[config.mk]
export PLATFORM = sky130hd
export DESIGN_NAME = ptcp_pci_if
export DESIGN_NICKNAME = d
export VERILOG_FILES = /design/src/ptcp_pkg.sv /design/src/ptcp_eeprom_loader.sv /design/src/ptcp_pci_if.sv
export VERILOG_INCLUDE_DIRS = /design/src /design/src/src
export SDC_FILE = /design/constraint.sdc
export NUM_CORES = 1
export LEC_CHECK = 0
export BUFFER_PORTS_ARGS = -buffer_cell sky130_fd_sc_hd__clkbuf_2
export CORE_AREA = 3 3 302 304
export CTS_CLUSTER_SIZE = 8
export DETAILED_ROUTE_END_ITERATION = 8
export DIE_AREA = 0 0 305 307
export GPL_ROUTABILITY_DRIVEN = 0
export PLACE_DENSITY = 0.5
export SLEW_MARGIN = 20
export SYNTH_ARGS = -nofsm -noshare
export SYNTH_HDL_FRONTEND = slang
export SYNTH_SLANG_ARGS = --single-unit
[constraint.sdc]
create_clock -name clk -period 7.28 [get_ports clk]
set_clock_uncertainty 0.2 [all_clocks]
set_input_delay 0 -clock clk [delete_from_list [all_inputs] [get_ports clk]]
set_output_delay 0 -clock clk [all_outputs]
set_load 0.01 [all_outputs]
[src/ptcp_cfg.svh]
// Constants of the PCI target, config space and EEPROM preload
`ifndef PTCP_CFG_SVH
`define PTCP_CFG_SVH
`define PTCP_OFS_ID      8'h00
`define PTCP_OFS_CMDSTS  8'h04
`define PTCP_OFS_CLASS   8'h08
`define PTCP_OFS_LAT     8'h0c
`define PTCP_OFS_BAR     8'h10
`define PTCP_OFS_SUBSYS  8'h2c
`define PTCP_OFS_INTR    8'h3c
`define PTCP_CMD_MEM     1
`define PTCP_CMD_BME     2
`define PTCP_CMD_PER     6
`define PTCP_CMD_FBB     9
`define PTCP_STS_MDPE    24
`define PTCP_STS_RTA     28
`define PTCP_STS_RMA     29
`define PTCP_STS_DPE     31
`define PTCP_STS_FIXED   16'h0280
`define PTCP_CLASS_REV   32'h04800001
`define PTCP_INTPIN      8'h01
`define PTCP_SUBSYS_DEF  16'h0000
`define PTCP_MAXLAT_DEF  8'h26
`define PTCP_MINGNT_DEF  8'h0f
`define PTCP_BAR_LSB     9
`define PTCP_EE_ADDR     7'h50
`define PTCP_EE_BYTES    6
`define PTCP_CLK_NS      4
`define PTCP_I2C_QTR_NS  2500
`define PTCP_MABORT_CLKS 5
`define PTCP_BC_MRD      4'h6
`define PTCP_BC_MWR      4'h7
`define PTCP_BC_CRD      4'ha
`define PTCP_BC_CWR      4'hb
`define PTCP_BC_MRM      4'hc
`define PTCP_BC_MRL      4'he
`define PTCP_BC_MWI      4'hf
`endif

[src/ptcp_pkg.sv]
// Types shared by the PCI interface and the EEPROM loader
`default_nettype none
package ptcp_pkg;
	typedef enum logic [2:0] {
		T_IDLE = 3'b000, T_DECODE = 3'b001, T_RWAIT = 3'b010,
		T_DATA = 3'b011, T_DRAIN = 3'b100, T_TURN = 3'b101
	} ptcp_tstate_t;
	typedef enum logic [2:0] {
		M_IDLE = 3'b000, M_REQ = 3'b001, M_ADDR = 3'b010,
		M_DATA = 3'b011, M_TURN = 3'b100
	} ptcp_mstate_t;
	typedef enum logic [1:0] {
		I_START = 2'b00, I_BIT = 2'b01, I_STOP = 2'b10, I_DONE = 2'b11
	} ptcp_istate_t;
	typedef struct packed {
		logic [31:0] ad;
		logic [3:0]  cbe_n;
		logic        par;
		logic        frame_n;
		logic        irdy_n;
		logic        trdy_n;
		logic        devsel_n;
		logic        stop_n;
		logic        idsel;
		logic        gnt_n;
	} ptcp_pci_in_t;
	typedef struct packed {
		logic [31:0] ad;
		logic        ad_oe;
		logic [3:0]  cbe_n;
		logic        cbe_oe;
		logic        par;
		logic        par_oe;
		logic        frame_n;
		logic        irdy_n;
		logic        mctl_oe;
		logic        trdy_n;
		logic        devsel_n;
		logic        stop_n;
		logic        tctl_oe;
		logic        perr_n;
		logic        perr_oe;
		logic        req_n;
	} ptcp_pci_out_t;
	typedef struct packed {
		logic        valid;
		logic        write;
		logic [8:0]  offs;
		logic [31:0] wdata;
		logic [3:0]  be_n;
	} ptcp_reg_req_t;
	typedef struct packed {
		logic        valid;
		logic        write;
		logic [31:0] addr;
		logic [31:0] wdata;
		logic [3:0]  be_n;
	} ptcp_dma_req_t;
	typedef struct packed {
		logic        done;
		logic        ok;
		logic [47:0] bytes;
	} ptcp_preload_t;
endpackage
`default_nettype wire

[src/ptcp_eeprom_loader.sv]
// I2C master that reads the preload bytes from the serial EEPROM
`include "ptcp_cfg.svh"
`default_nettype none
module ptcp_eeprom_loader #(
	parameter int QTR_CLKS = (`PTCP_I2C_QTR_NS + `PTCP_CLK_NS - 1) / `PTCP_CLK_NS
) (
	// Clock and reset
	input  wire logic              clk,
	input  wire logic              srst,
	// Open-drain I2C pins
	input  wire logic              scl_in,
	output logic                   scl_out,
	output logic                   scl_oe,
	input  wire logic              sda_in,
	output logic                   sda_out,
	output logic                   sda_oe,
	// Preload result
	output ptcp_pkg::ptcp_preload_t result
);
	localparam logic [3:0] LAST = 4'(3 + `PTCP_EE_BYTES - 1);
	typedef struct packed {
		ptcp_pkg::ptcp_istate_t st;
		logic [1:0]             q;
		logic [15:0]            div;
		logic [3:0]             bitn;
		logic [7:0]             sh;
		logic [3:0]             idx;
		logic [47:0]            buffer;
		logic                   fail;
		logic                   scl_oe;
		logic                   sda_oe;
	} ptcp_ee_t;
	ptcp_ee_t state;
	ptcp_ee_t next_state;

	// Byte sent at each step: address write, word pointer, address read
	function automatic logic [7:0] tx_byte(input logic [3:0] idx);
		case (idx)
			4'h0: tx_byte = {`PTCP_EE_ADDR, 1'b0};
			4'h2: tx_byte = {`PTCP_EE_ADDR, 1'b1};
			default: tx_byte = 8'h00;
		endcase
	endfunction

	// Quarter-bit sequencer; SCL held low by a slave stretches the low phase
	always_comb
	begin
		logic tick;
		logic rx;
		next_state = state;
		tick = (state.div == 16'(QTR_CLKS - 1));
		rx = (state.idx >= 4'h3);
		next_state.div = tick ? 16'h0000 : state.div + 16'h0001;
		if (tick && state.st != ptcp_pkg::I_DONE && !(state.q == 2'h2 && !scl_in))
		begin
			next_state.q = state.q + 2'h1;
			case (state.st)
				ptcp_pkg::I_START:
				case (state.q)
					2'h0: begin next_state.sda_oe = 1'b0; next_state.scl_oe = 1'b1; end
					2'h1: next_state.scl_oe = 1'b0;
					2'h2: next_state.sda_oe = 1'b1;
					default:
					begin
						next_state.scl_oe = 1'b1;
						next_state.st = ptcp_pkg::I_BIT;
						next_state.bitn = 4'h0;
						next_state.sh = tx_byte(state.idx);
					end
				endcase
				ptcp_pkg::I_BIT:
				case (state.q)
					2'h0:
					if (state.bitn == 4'h8)
						next_state.sda_oe = rx && state.idx != LAST;
					else
						next_state.sda_oe = !rx && !state.sh[7];
					2'h1: next_state.scl_oe = 1'b0;
					2'h2:
					if (state.bitn == 4'h8 && !rx && sda_in)
						next_state.fail = 1'b1;
					else if (state.bitn != 4'h8 && rx)
						next_state.sh = {state.sh[6:0], sda_in};
					default:
					begin
						next_state.scl_oe = 1'b1;
						next_state.bitn = state.bitn + 4'h1;
						if (!rx)
							next_state.sh = {state.sh[6:0], 1'b0};
						if (state.bitn == 4'h8)
						begin
							next_state.bitn = 4'h0;
							next_state.idx = state.idx + 4'h1;
							next_state.sh = tx_byte(state.idx + 4'h1);
							if (rx)
								next_state.buffer = {state.buffer[39:0], state.sh};
							if (state.fail || state.idx == LAST)
								next_state.st = ptcp_pkg::I_STOP;
							else if (state.idx == 4'h1)
								next_state.st = ptcp_pkg::I_START;
						end
					end
				endcase
				ptcp_pkg::I_STOP:
				case (state.q)
					2'h0: next_state.sda_oe = 1'b1;
					2'h1: next_state.scl_oe = 1'b0;
					2'h2: next_state.sda_oe = 1'b0;
					default: next_state.st = ptcp_pkg::I_DONE;
				endcase
				default: next_state.st = ptcp_pkg::I_DONE;
			endcase
		end
	end

	always_ff @(posedge clk)
	begin
		if (srst)
			state <= '{st: ptcp_pkg::I_START, default: '0};
		else
			state <= next_state;
	end

	assign scl_out = 1'b0;
	assign sda_out = 1'b0;
	assign scl_oe = state.scl_oe;
	assign sda_oe = state.sda_oe;
	assign result.done = (state.st == ptcp_pkg::I_DONE);
	assign result.ok = (state.st == ptcp_pkg::I_DONE) && !state.fail;
	assign result.bytes = state.buffer;
endmodule
`default_nettype wire

[src/ptcp_pci_if.sv]
// PCI target with config space, EEPROM preload and a DMA initiator
// Overview of operation
// - Target and initiator follow PCI 2.1
// - Honour byte enables, 32-bit data
// - Accept fast back-to-back transactions; the target misses one that follows a data phase it served itself
// - Check data parity, report on PERR#
// - Address parity error: never claim
// - Decode only config and register window
// - Payload moves only by own bus mastering
// - Arbiter picks channel for the initiator
// - Unimplemented config reads zero, ignores writes
// - Preload from EEPROM at address 1010000
// - Preload takes about 1 ms
// - Retry every access during the preload
// - Three video channels, 384 dwords FIFO
// - Four audio channels, 24 dwords each
// - Expansion port: direct access and DMA
// - Per-channel page-table address translation
// - Subsystem IDs read-only, preloaded, default 0000H
// - Max_Lat read-only, preloaded, default 26H
// - Min_Gnt read-only, preloaded, default 0FH
// - Base address low bits read zero
`include "ptcp_cfg.svh"
`default_nettype none
module ptcp_pci_if #(
	parameter int NUM_CH   = 8, // 3 video, 4 audio, 1 expansion
	parameter int QTR_CLKS = (`PTCP_I2C_QTR_NS + `PTCP_CLK_NS - 1) / `PTCP_CLK_NS,
	parameter logic [15:0] DEVICE_ID = 16'h0001, // Arbitrary value
	parameter logic [15:0] VENDOR_ID = 16'hfffe  // Arbitrary value
) (
	// Clock and reset
	input  wire logic                    clk,
	input  wire logic                    srst,
	// PCI bus pins
	input  wire ptcp_pkg::ptcp_pci_in_t  pci_in,
	output ptcp_pkg::ptcp_pci_out_t      pci_out,
	// EEPROM I2C pins
	input  wire logic                    scl_in,
	output logic                         scl_out,
	output logic                         scl_oe,
	input  wire logic                    sda_in,
	output logic                         sda_out,
	output logic                         sda_oe,
	// Programmable register window
	output ptcp_pkg::ptcp_reg_req_t      reg_req,
	input  wire logic [31:0]             reg_rdata,
	// Local DMA channels
	input  wire ptcp_pkg::ptcp_dma_req_t dma_req [NUM_CH],
	output logic [NUM_CH-1:0]            dma_done,
	output logic                         dma_err,
	output logic [31:0]                  dma_rdata,
	// Status
	output logic                         preload_busy
);
	localparam int CW = $clog2(NUM_CH);
	typedef struct packed {
		ptcp_pkg::ptcp_tstate_t  tst;
		ptcp_pkg::ptcp_mstate_t  mst;
		ptcp_pkg::ptcp_pci_out_t pci;
		ptcp_pkg::ptcp_reg_req_t rq;
		logic                    prev_frame_n;
		logic [31:0]             addr;
		logic [3:0]              bcmd;
		logic                    apar;
		logic                    dpar_pend;
		logic                    dpar_mst;
		logic                    dpar;
		logic [1:0]              perr_cnt;
		logic [3:0]              cmd;
		logic                    dpe;
		logic                    rma;
		logic                    rta;
		logic                    mdpe;
		logic [7:0]              lat;
		logic [22:0]             bar;
		logic [7:0]              intline;
		logic [15:0]             ssvid;
		logic [15:0]             ssid;
		logic [7:0]              maxlat;
		logic [7:0]              mingnt;
		logic                    loaded;
		logic [CW-1:0]           gidx;
		logic [CW-1:0]           last;
		logic [2:0]              wcnt;
		logic [NUM_CH-1:0]       done;
		logic                    err;
		logic [31:0]             rdata;
	} ptcp_if_t;
	ptcp_if_t               state;
	ptcp_if_t               next_state;
	ptcp_pkg::ptcp_preload_t pl;
	logic [NUM_CH-1:0]      req_vec;

	// Serial EEPROM reader, started by reset
	ptcp_eeprom_loader #(
		.QTR_CLKS (QTR_CLKS)
	) u_loader (
		.clk     (clk),
		.srst    (srst),
		.scl_in  (scl_in),
		.scl_out (scl_out),
		.scl_oe  (scl_oe),
		.sda_in  (sda_in),
		.sda_out (sda_out),
		.sda_oe  (sda_oe),
		.result  (pl)
	);

	// Even parity over AD and C/BE#
	function automatic logic par36(input logic [31:0] ad, input logic [3:0] cbe);
		par36 = ^{ad, cbe};
	endfunction

	// Byte lanes enabled by active-low byte enables
	function automatic logic [31:0] lanes(input logic [3:0] be_n);
		lanes = {{8{!be_n[3]}}, {8{!be_n[2]}}, {8{!be_n[1]}}, {8{!be_n[0]}}};
	endfunction

	// Round-robin choice starting after the last served channel
	function automatic logic [CW-1:0] pick(input logic [NUM_CH-1:0] v, input logic [CW-1:0] last);
		logic [CW-1:0] idx;
		pick = last;
		for (int i = NUM_CH; i >= 1; i--)
		begin
			idx = CW'((int'(last) + i) % NUM_CH);
			if (v[idx])
				pick = idx;
		end
	endfunction

	// Config dword; anything not listed reads zero
	function automatic logic [31:0] cfg_read(input ptcp_if_t s, input logic [7:0] ofs);
		case (ofs)
			`PTCP_OFS_ID:     cfg_read = {DEVICE_ID, VENDOR_ID};
			`PTCP_OFS_CMDSTS: cfg_read = {`PTCP_STS_FIXED | {s.dpe, 1'b0, s.rma, s.rta, 3'h0,
				s.mdpe, 8'h00}, 6'h00, s.cmd[3], 2'h0, s.cmd[2], 3'h0, s.cmd[1:0], 1'b0};
			`PTCP_OFS_CLASS:  cfg_read = `PTCP_CLASS_REV;
			`PTCP_OFS_LAT:    cfg_read = {16'h0000, s.lat, 8'h00};
			`PTCP_OFS_BAR:    cfg_read = {s.bar, 9'h000};
			`PTCP_OFS_SUBSYS: cfg_read = {s.ssid, s.ssvid};
			`PTCP_OFS_INTR:   cfg_read = {s.maxlat, s.mingnt, `PTCP_INTPIN, s.intline};
			default:          cfg_read = 32'h00000000;
		endcase
	endfunction

	always_comb
	begin
		for (int i = 0; i < NUM_CH; i++)
			req_vec[i] = dma_req[i].valid;
	end

	// Target, initiator, parity and preload capture in one next-state pass
	always_comb
	begin
		logic        is_cfg;
		logic        is_mem;
		logic        is_wr;
		logic        busy;
		logic [31:0] m;
		logic [31:0] w;
		logic [31:0] clr;
		next_state = state;
		next_state.prev_frame_n = pci_in.frame_n;
		next_state.rq.valid = 1'b0;
		next_state.done = '0;
		next_state.err = 1'b0;
		next_state.dpar_pend = 1'b0;
		busy = !pl.done;
		is_wr = (state.bcmd == `PTCP_BC_MWR) || (state.bcmd == `PTCP_BC_MWI)
			|| (state.bcmd == `PTCP_BC_CWR);
		is_cfg = pci_in.idsel && state.addr[1:0] == 2'b00
			&& (state.bcmd == `PTCP_BC_CRD || state.bcmd == `PTCP_BC_CWR);
		is_mem = state.cmd[0] && state.addr[31:`PTCP_BAR_LSB] == state.bar
			&& (state.bcmd == `PTCP_BC_MRD || state.bcmd == `PTCP_BC_MWR
			|| state.bcmd == `PTCP_BC_MRM || state.bcmd == `PTCP_BC_MRL
			|| state.bcmd == `PTCP_BC_MWI);
		m = lanes(pci_in.cbe_n);
		w = (cfg_read(state, state.addr[7:0]) & ~m) | (pci_in.ad & m);
		clr = '0;

		// Preloaded fields are taken once; a failed read keeps defaults
		if (pl.done && !state.loaded)
		begin
			next_state.loaded = 1'b1;
			if (pl.ok)
			begin
				next_state.ssvid = {pl.bytes[39:32], pl.bytes[47:40]};
				next_state.ssid = {pl.bytes[23:16], pl.bytes[31:24]};
				next_state.mingnt = pl.bytes[15:8];
				next_state.maxlat = pl.bytes[7:0];
			end
		end

		// Read parity follows the driven AD by one clock
		next_state.pci.par = par36(state.pci.ad, pci_in.cbe_n);
		next_state.pci.par_oe = state.pci.ad_oe;

		// Target: an address phase is a falling FRAME# seen in T_IDLE or T_TURN; after a
		// data phase it served, T_DRAIN needs one idle cycle before the next address
		case (state.tst)
			ptcp_pkg::T_IDLE, ptcp_pkg::T_TURN:
			begin
				next_state.pci.tctl_oe = 1'b0;
				next_state.tst = ptcp_pkg::T_IDLE;
				if (!pci_in.frame_n && state.prev_frame_n && state.mst != ptcp_pkg::M_ADDR)
				begin
					next_state.addr = pci_in.ad;
					next_state.bcmd = pci_in.cbe_n;
					next_state.apar = par36(pci_in.ad, pci_in.cbe_n);
					next_state.tst = ptcp_pkg::T_DECODE;
				end
			end
			ptcp_pkg::T_DECODE:
			begin
				next_state.tst = ptcp_pkg::T_IDLE;
				if (pci_in.par != state.apar)
					next_state.dpe = 1'b1;
				else if (is_cfg || is_mem)
				begin
					next_state.pci.devsel_n = 1'b0;
					next_state.pci.trdy_n = 1'b1;
					next_state.pci.stop_n = 1'b1;
					next_state.pci.tctl_oe = 1'b1;
					if (busy)
					begin
						next_state.pci.stop_n = 1'b0;
						next_state.tst = ptcp_pkg::T_DRAIN;
					end
					else if (is_mem && !is_wr)
					begin
						next_state.rq = '{valid: 1'b1, write: 1'b0, offs: state.addr[8:0],
							wdata: 32'h00000000, be_n: 4'h0};
						next_state.tst = ptcp_pkg::T_RWAIT;
					end
					else
					begin
						next_state.pci.trdy_n = 1'b0;
						next_state.pci.stop_n = 1'b0;
						next_state.pci.ad = cfg_read(state, state.addr[7:0]);
						next_state.pci.ad_oe = !is_wr;
						next_state.tst = ptcp_pkg::T_DATA;
					end
				end
			end
			ptcp_pkg::T_RWAIT:
			begin
				// One data phase only, then disconnect
				next_state.pci.ad = reg_rdata;
				next_state.pci.ad_oe = 1'b1;
				next_state.pci.trdy_n = 1'b0;
				next_state.pci.stop_n = 1'b0;
				next_state.tst = ptcp_pkg::T_DATA;
			end
			ptcp_pkg::T_DATA:
			if (!pci_in.irdy_n)
			begin
				next_state.pci.trdy_n = 1'b1;
				next_state.pci.ad_oe = 1'b0;
				next_state.tst = ptcp_pkg::T_DRAIN;
				if (is_wr)
				begin
					next_state.dpar_pend = 1'b1;
					next_state.dpar_mst = 1'b0;
					next_state.dpar = par36(pci_in.ad, pci_in.cbe_n);
					if (!is_cfg)
						next_state.rq = '{valid: 1'b1, write: 1'b1, offs: state.addr[8:0],
							wdata: pci_in.ad, be_n: pci_in.cbe_n};
					else
						case (state.addr[7:0])
							`PTCP_OFS_CMDSTS:
							begin
								next_state.cmd = {w[`PTCP_CMD_FBB], w[`PTCP_CMD_PER],
									w[`PTCP_CMD_BME], w[`PTCP_CMD_MEM]};
								clr = pci_in.ad & m;
							end
							`PTCP_OFS_LAT: next_state.lat = w[15:8];
							`PTCP_OFS_BAR: next_state.bar = w[31:`PTCP_BAR_LSB];
							`PTCP_OFS_INTR: next_state.intline = w[7:0];
							default: next_state.lat = state.lat;
						endcase
				end
			end
			ptcp_pkg::T_DRAIN:
			if (pci_in.frame_n)
			begin
				// Drive high one clock before releasing
				next_state.pci.devsel_n = 1'b1;
				next_state.pci.stop_n = 1'b1;
				next_state.pci.trdy_n = 1'b1;
				next_state.tst = ptcp_pkg::T_TURN;
			end
			default: next_state.tst = ptcp_pkg::T_IDLE;
		endcase

		// Initiator: single data phase per grant, payload only from channels
		case (state.mst)
			ptcp_pkg::M_IDLE:
			if (state.cmd[1] && !busy && |req_vec)
			begin
				next_state.gidx = pick(req_vec, state.last);
				next_state.pci.req_n = 1'b0;
				next_state.mst = ptcp_pkg::M_REQ;
			end
			ptcp_pkg::M_REQ:
			if (!pci_in.gnt_n && pci_in.frame_n && pci_in.irdy_n)
			begin
				next_state.pci.req_n = 1'b1;
				next_state.pci.frame_n = 1'b0;
				next_state.pci.irdy_n = 1'b1;
				next_state.pci.mctl_oe = 1'b1;
				next_state.pci.ad = dma_req[state.gidx].addr;
				next_state.pci.ad_oe = 1'b1;
				next_state.pci.cbe_n = dma_req[state.gidx].write ? `PTCP_BC_MWR : `PTCP_BC_MRD;
				next_state.pci.cbe_oe = 1'b1;
				next_state.mst = ptcp_pkg::M_ADDR;
			end
			ptcp_pkg::M_ADDR:
			begin
				next_state.pci.frame_n = 1'b1;
				next_state.pci.irdy_n = 1'b0;
				next_state.pci.cbe_n = dma_req[state.gidx].be_n;
				next_state.pci.ad = dma_req[state.gidx].wdata;
				next_state.pci.ad_oe = dma_req[state.gidx].write;
				next_state.wcnt = 3'h0;
				next_state.mst = ptcp_pkg::M_DATA;
			end
			ptcp_pkg::M_DATA:
			begin
				next_state.wcnt = state.wcnt + 3'h1;
				if (!pci_in.trdy_n || !pci_in.stop_n || (pci_in.devsel_n
					&& state.wcnt == 3'(`PTCP_MABORT_CLKS - 1)))
				begin
					next_state.pci.irdy_n = 1'b1;
					next_state.pci.ad_oe = 1'b0;
					next_state.mst = ptcp_pkg::M_TURN;
				end
				if (!pci_in.trdy_n)
				begin
					next_state.done[state.gidx] = 1'b1;
					next_state.last = state.gidx;
					next_state.rdata = pci_in.ad;
					if (!dma_req[state.gidx].write)
					begin
						next_state.dpar_pend = 1'b1;
						next_state.dpar_mst = 1'b1;
						next_state.dpar = par36(pci_in.ad, pci_in.cbe_n);
					end
				end
				else if (!pci_in.stop_n && pci_in.devsel_n)
				begin
					next_state.rta = 1'b1;
					next_state.done[state.gidx] = 1'b1;
					next_state.err = 1'b1;
				end
				else if (pci_in.stop_n && pci_in.devsel_n
					&& state.wcnt == 3'(`PTCP_MABORT_CLKS - 1))
				begin
					next_state.rma = 1'b1;
					next_state.done[state.gidx] = 1'b1;
					next_state.err = 1'b1;
				end
			end
			ptcp_pkg::M_TURN:
			begin
				next_state.pci.mctl_oe = 1'b0;
				next_state.pci.cbe_oe = 1'b0;
				next_state.mst = ptcp_pkg::M_IDLE;
			end
			default: next_state.mst = ptcp_pkg::M_IDLE;
		endcase

		// Data parity check; PERR# two clocks after the data phase
		next_state.perr_cnt = (state.perr_cnt == 2'h0) ? 2'h0 : state.perr_cnt + 2'h1;
		next_state.pci.perr_n = 1'b1;
		next_state.pci.perr_oe = (state.perr_cnt == 2'h1);
		if (state.dpar_pend && pci_in.par != state.dpar)
		begin
			clr[`PTCP_STS_DPE] = 1'b0;
			next_state.dpe = 1'b1;
			if (state.cmd[2])
			begin
				next_state.pci.perr_n = 1'b0;
				next_state.pci.perr_oe = 1'b1;
				next_state.perr_cnt = 2'h1;
				if (state.dpar_mst)
				begin
					clr[`PTCP_STS_MDPE] = 1'b0;
					next_state.mdpe = 1'b1;
				end
			end
		end

		// Write-one-to-clear status; a same-cycle event wins unless RMA or RTA is already set
		if (clr[`PTCP_STS_DPE] && !next_state.dpe != !state.dpe)
			clr[`PTCP_STS_DPE] = 1'b0;
		next_state.dpe = next_state.dpe & !(clr[`PTCP_STS_DPE] && next_state.dpe == state.dpe);
		next_state.mdpe = next_state.mdpe & !(clr[`PTCP_STS_MDPE] && !next_state.mdpe == !state.mdpe);
		next_state.rma = next_state.rma & !(clr[`PTCP_STS_RMA] && next_state.rma == state.rma);
		next_state.rta = next_state.rta & !(clr[`PTCP_STS_RTA] && next_state.rta == state.rta);
	end

	always_ff @(posedge clk)
	begin
		if (srst)
		begin
			state <= '0;
			state.pci <= '{frame_n: 1'b1, irdy_n: 1'b1, trdy_n: 1'b1, devsel_n: 1'b1,
				stop_n: 1'b1, perr_n: 1'b1, req_n: 1'b1, cbe_n: 4'hf, default: '0};
			state.prev_frame_n <= 1'b1;
			state.ssvid <= `PTCP_SUBSYS_DEF;
			state.ssid <= `PTCP_SUBSYS_DEF;
			state.maxlat <= `PTCP_MAXLAT_DEF;
			state.mingnt <= `PTCP_MINGNT_DEF;
		end
		else
			state <= next_state;
	end

	assign pci_out = state.pci;
	assign reg_req = state.rq;
	assign dma_done = state.done;
	assign dma_err = state.err;
	assign dma_rdata = state.rdata;
	assign preload_busy = !state.loaded;
endmodule
`default_nettype wire

==> flow_metrics.py <==
metrics = {
    "status": {
        "status": "finished, final reports clean",
    },
    "timing": {
        "setup_viol": 0,
        "rsz0062_at_grt": "false",
        "fin_tns_setup_ps": 0,
        "hold_violations": 0,
        "fin_crit_sh_pct": 78.9,
        "hold_ws_ps": 47.0,
        "tightest_slew_ps": 1260,
        "fmax_mhz": 174,
        "maxSlewHeadroom_pct": 15.3,
        "fin_ws_ps": 1540,
        "post-route-min-period_ps": 5740,
        "slew_viol_final": 0,
    },
    "placement": {
        "post-place-ws_ps": 3110,
        "place_hpwl_microns": 123000,
        "numPortBuffers": 780,
    },
    "power_and_ir_drop": {
        "p_seq_share_pct": 39.6,
        "p_sw_mw": 1.62,
        "leakage_nw": 11.6,
        "p_int_mw": 3.89,
        "comb_power_share_pct": 18.0,
        "ir_drop_uv": 199,
        "p_clk_share_pct": 42.5,
        "power.density_nw_per_um2": 189,
        "power.share.switching_pct": 29.4,
        "total_power_mw": 5.51,
    },
    "routing": {
        "drtPass1Iterations": 8,
        "drtIter0Drc": 2976,
        "wl_per_cell_microns": 32.3,
        "drc": 0,
        "ant_nets": 0,
        "finalWirelength_microns": 152000,
        "vias": 25700,
        "vias_per_cell": 5.46,
    },
    "die": {
        "ios": 783,
        "die_height_microns": 307,
        "core_sq_um": 88500,
        "floorplan.initialDensity_pct": 25.1,
        "dieArea_sq_um": 93600,
        "die_w_microns": 305,
        "rows": 109,
    },
    "cts": {
        "post-cts-setup-buffers": 0,
        "insertion_delay_ps": 630,
        "cts_sinks": 379,
        "numCtsBuffers": 54,
        "root_buffer": "clkbuf_16",
        "cts_tree": "built",
        "cts_buffer_depth": 3,
        "htreeDepth": 2,
        "clk_pin_slew_worst_paths_ps": 60,
    },
    "global_routing": {
        "grt_first_pass_wirelength_microns": 203000,
        "grtUsageTotal_pct": 30.8,
        "grt_pass1_vias": 24000,
        "grt_max_degree": 145,
        "overflow": 0,
        "antenna_found_initial": 109,
    },
    "synth": {
        "synth_cell_type_count": 76,
        "synthTopCellsByArea": "dfxtp_1 34%, a21oi_1 7.4%, nand2_1 7.2%",
        "synth_area_sq_um": 22200,
        "syn_inst": 2831,
        "synthTopCellsByCount": "427 x nand2_1, 379 x dfxtp_1, 327 x a21oi_1",
        "ys.flop_type": "dfxtp_1",
        "synth_seq_area_share_pct": 34.1,
        "yosysTopAreaCell": "dfxtp_1",
        "yosysMostFrequentCell": "nand2_1",
        "synth.ff_latch_count": 379,
        "synth_top_area_share_pct": 34.1,
        "postSynthAreaPerCell_sq_um": 7.85,
        "synth_edf_count": 0,
        "synthArstFlopShare_pct": 0,
        "yosys_warnings": 0,
    },
    "flow_run": {
        "drv_cap": 0,
    },
    "worst_setup_path": {
        "cp-end-kind": "register",
        "cpMostUsedCell": "dlygate4sd3_1",
        "rr_worst_depth": 10,
        "timing_worst_setup_path_type": "reg2reg",
        "critPathBufInv": 3,
        "critPathLaunchType": "register",
        "r2r_start": "state[49]",
        "cpPeakStageDelay_ps": 950,
        "regToRegEndpoint": "pci_out[41]",
        "critical_path_arrival_ps": 6060,
        "path_depth": 10,
        "path_cells": "nor2b_1 > nand2b_2 > o22ai_1 > nor2_1 > o221ai_1 > dlygate4sd3_1 > o32a_1 > dlygate4sd3_1 > o21ai_0 > dlygate4sd3_1",
        "crit_path_start": "state[49]",
        "crit_required_ps": 7600,
        "crit_family": "simple AND/OR/NAND/NOR gates",
        "slowest_stage": "nor2b_1",
        "cp_max_fo": 43,
        "rrSetupSlack_ps": 1540,
    },
    "hold_path": {
        "holdPathStages": 5,
        "min_to": "state[49]",
        "hold_path.class": "in2reg",
        "min_from": "dma_req[349]",
    },
    "cells_and_area": {
        "drive_gt1_share_pct": 27.8,
        "nNetsFinal": 4158,
        "area_growth_pct": 31.2,
    },
}
-- tightest hold or removal path, cell delays in order --
cell      delay (ps)
clkbuf_2         140
mux4_2           300
a21o_2           150
o31a_1           110
o22ai_1          110
-- kinds of logic (layout without fill, tap and decap cells) --
| family | after synthesis | count (layout) | share of synthesized area, % |
|---|---|---|---|
| AOI/OAI and AO/OA | 832 | 832 | 23.8 |
| and+or+nand+nor | 922 | 922 | 17.9 |
| other | 1 | 44 | 0.0169 |
| adders and majority gates | 23 | 23 | 1.29 |
| muxes | 163 | 163 | 9.12 |
| buffers and inverters | 400 | 1072 | 9.35 |
| DFF | 379 | 379 | 34.1 |
| xor gates and xnor gates | 111 | 111 | 4.43 |
-- registers in the layout, indices dropped and copies added, names as in the netlist --
register,count
u_loader.scl_oe,1
u_loader.state,37
state,154
u_loader.result,48
dma_rdata,32
pci_out,50
u_loader.sda_oe,1
dma_err,1
dma_done,8
reg_req,47
-- how the worst max path moves through the flow --
stage,to
floorplan,state[48]
global placement,pci_out[37]
detailed placement,pci_out[37]
CTS,pci_out[41]
global route,pci_out[41]
finish,pci_out[41]
-- through the flow --
stage / std cells / area [sq um] / utilization [%]
after CTS: 4669 / 29100 / 32.8
after detailed placement: 4452 / 26000 / 29.4
final: 4711 / 29200 / 33.0
after global placement: 4452 / 26000 / 29.4
after floorplan: 2832 / 22200 / -
after global routing: 4698 / 29100 / 32.9
-- layout make-up --
class	instances	area [sq um]
diodes	42	105
clock buffers	62	1430
clock inverters	3	65.1
fillers	9620	59300
inverters	42	158
multi-input cells	2053	12700
flip-flops and latches	379	7600
well taps	1165	1460
repair buffers	965	5700
-- per-layer routing --
metal,vias up,GRT usage (%),part of all wire [%]
met3,371,13.4,12
met1,12300,39.0,41
li1,11400,-,-
met2,1535,44.7,41
met4,96,15.1,5.5
met5,-,0,0.42
-- power by group through the flow --
| stage | clock network (mW) | registers [mW] | logic (mW) |
|---|---|---|---|
| 2_1_floorplan | 0 | 2.19 | 0.446 |
| 3_3_place_gp | 0 | 2.22 | 0.898 |
| 3_5_place_dp | 0 | 2.22 | 0.891 |
| 4_1_cts | 2.41 | 2.18 | 0.967 |
| 5_1_grt | 2.48 | 2.18 | 1.03 |
| 6_report | 2.34 | 2.18 | 0.990 |
-- timing repair --
item	in CTS	in global routing
gates resized for setup	0	0
endpoints found under the hold margin	237	0
hold buffers	152	0
-- cells in the final DEF (no fill, tap or decap), types with 72 or more instances in the layout --
cell type / n
clkbuf_2: 779
dlygate4sd3_1: 152
a21oi_1: 327
o22ai_1: 134
nor2_1: 291
mux2i_1: 99
dfxtp_1: 376
xnor2_1: 99
a22oi_1: 72
nand2_1: 421
No activity file was read; power rests on OpenSTA's default activity.
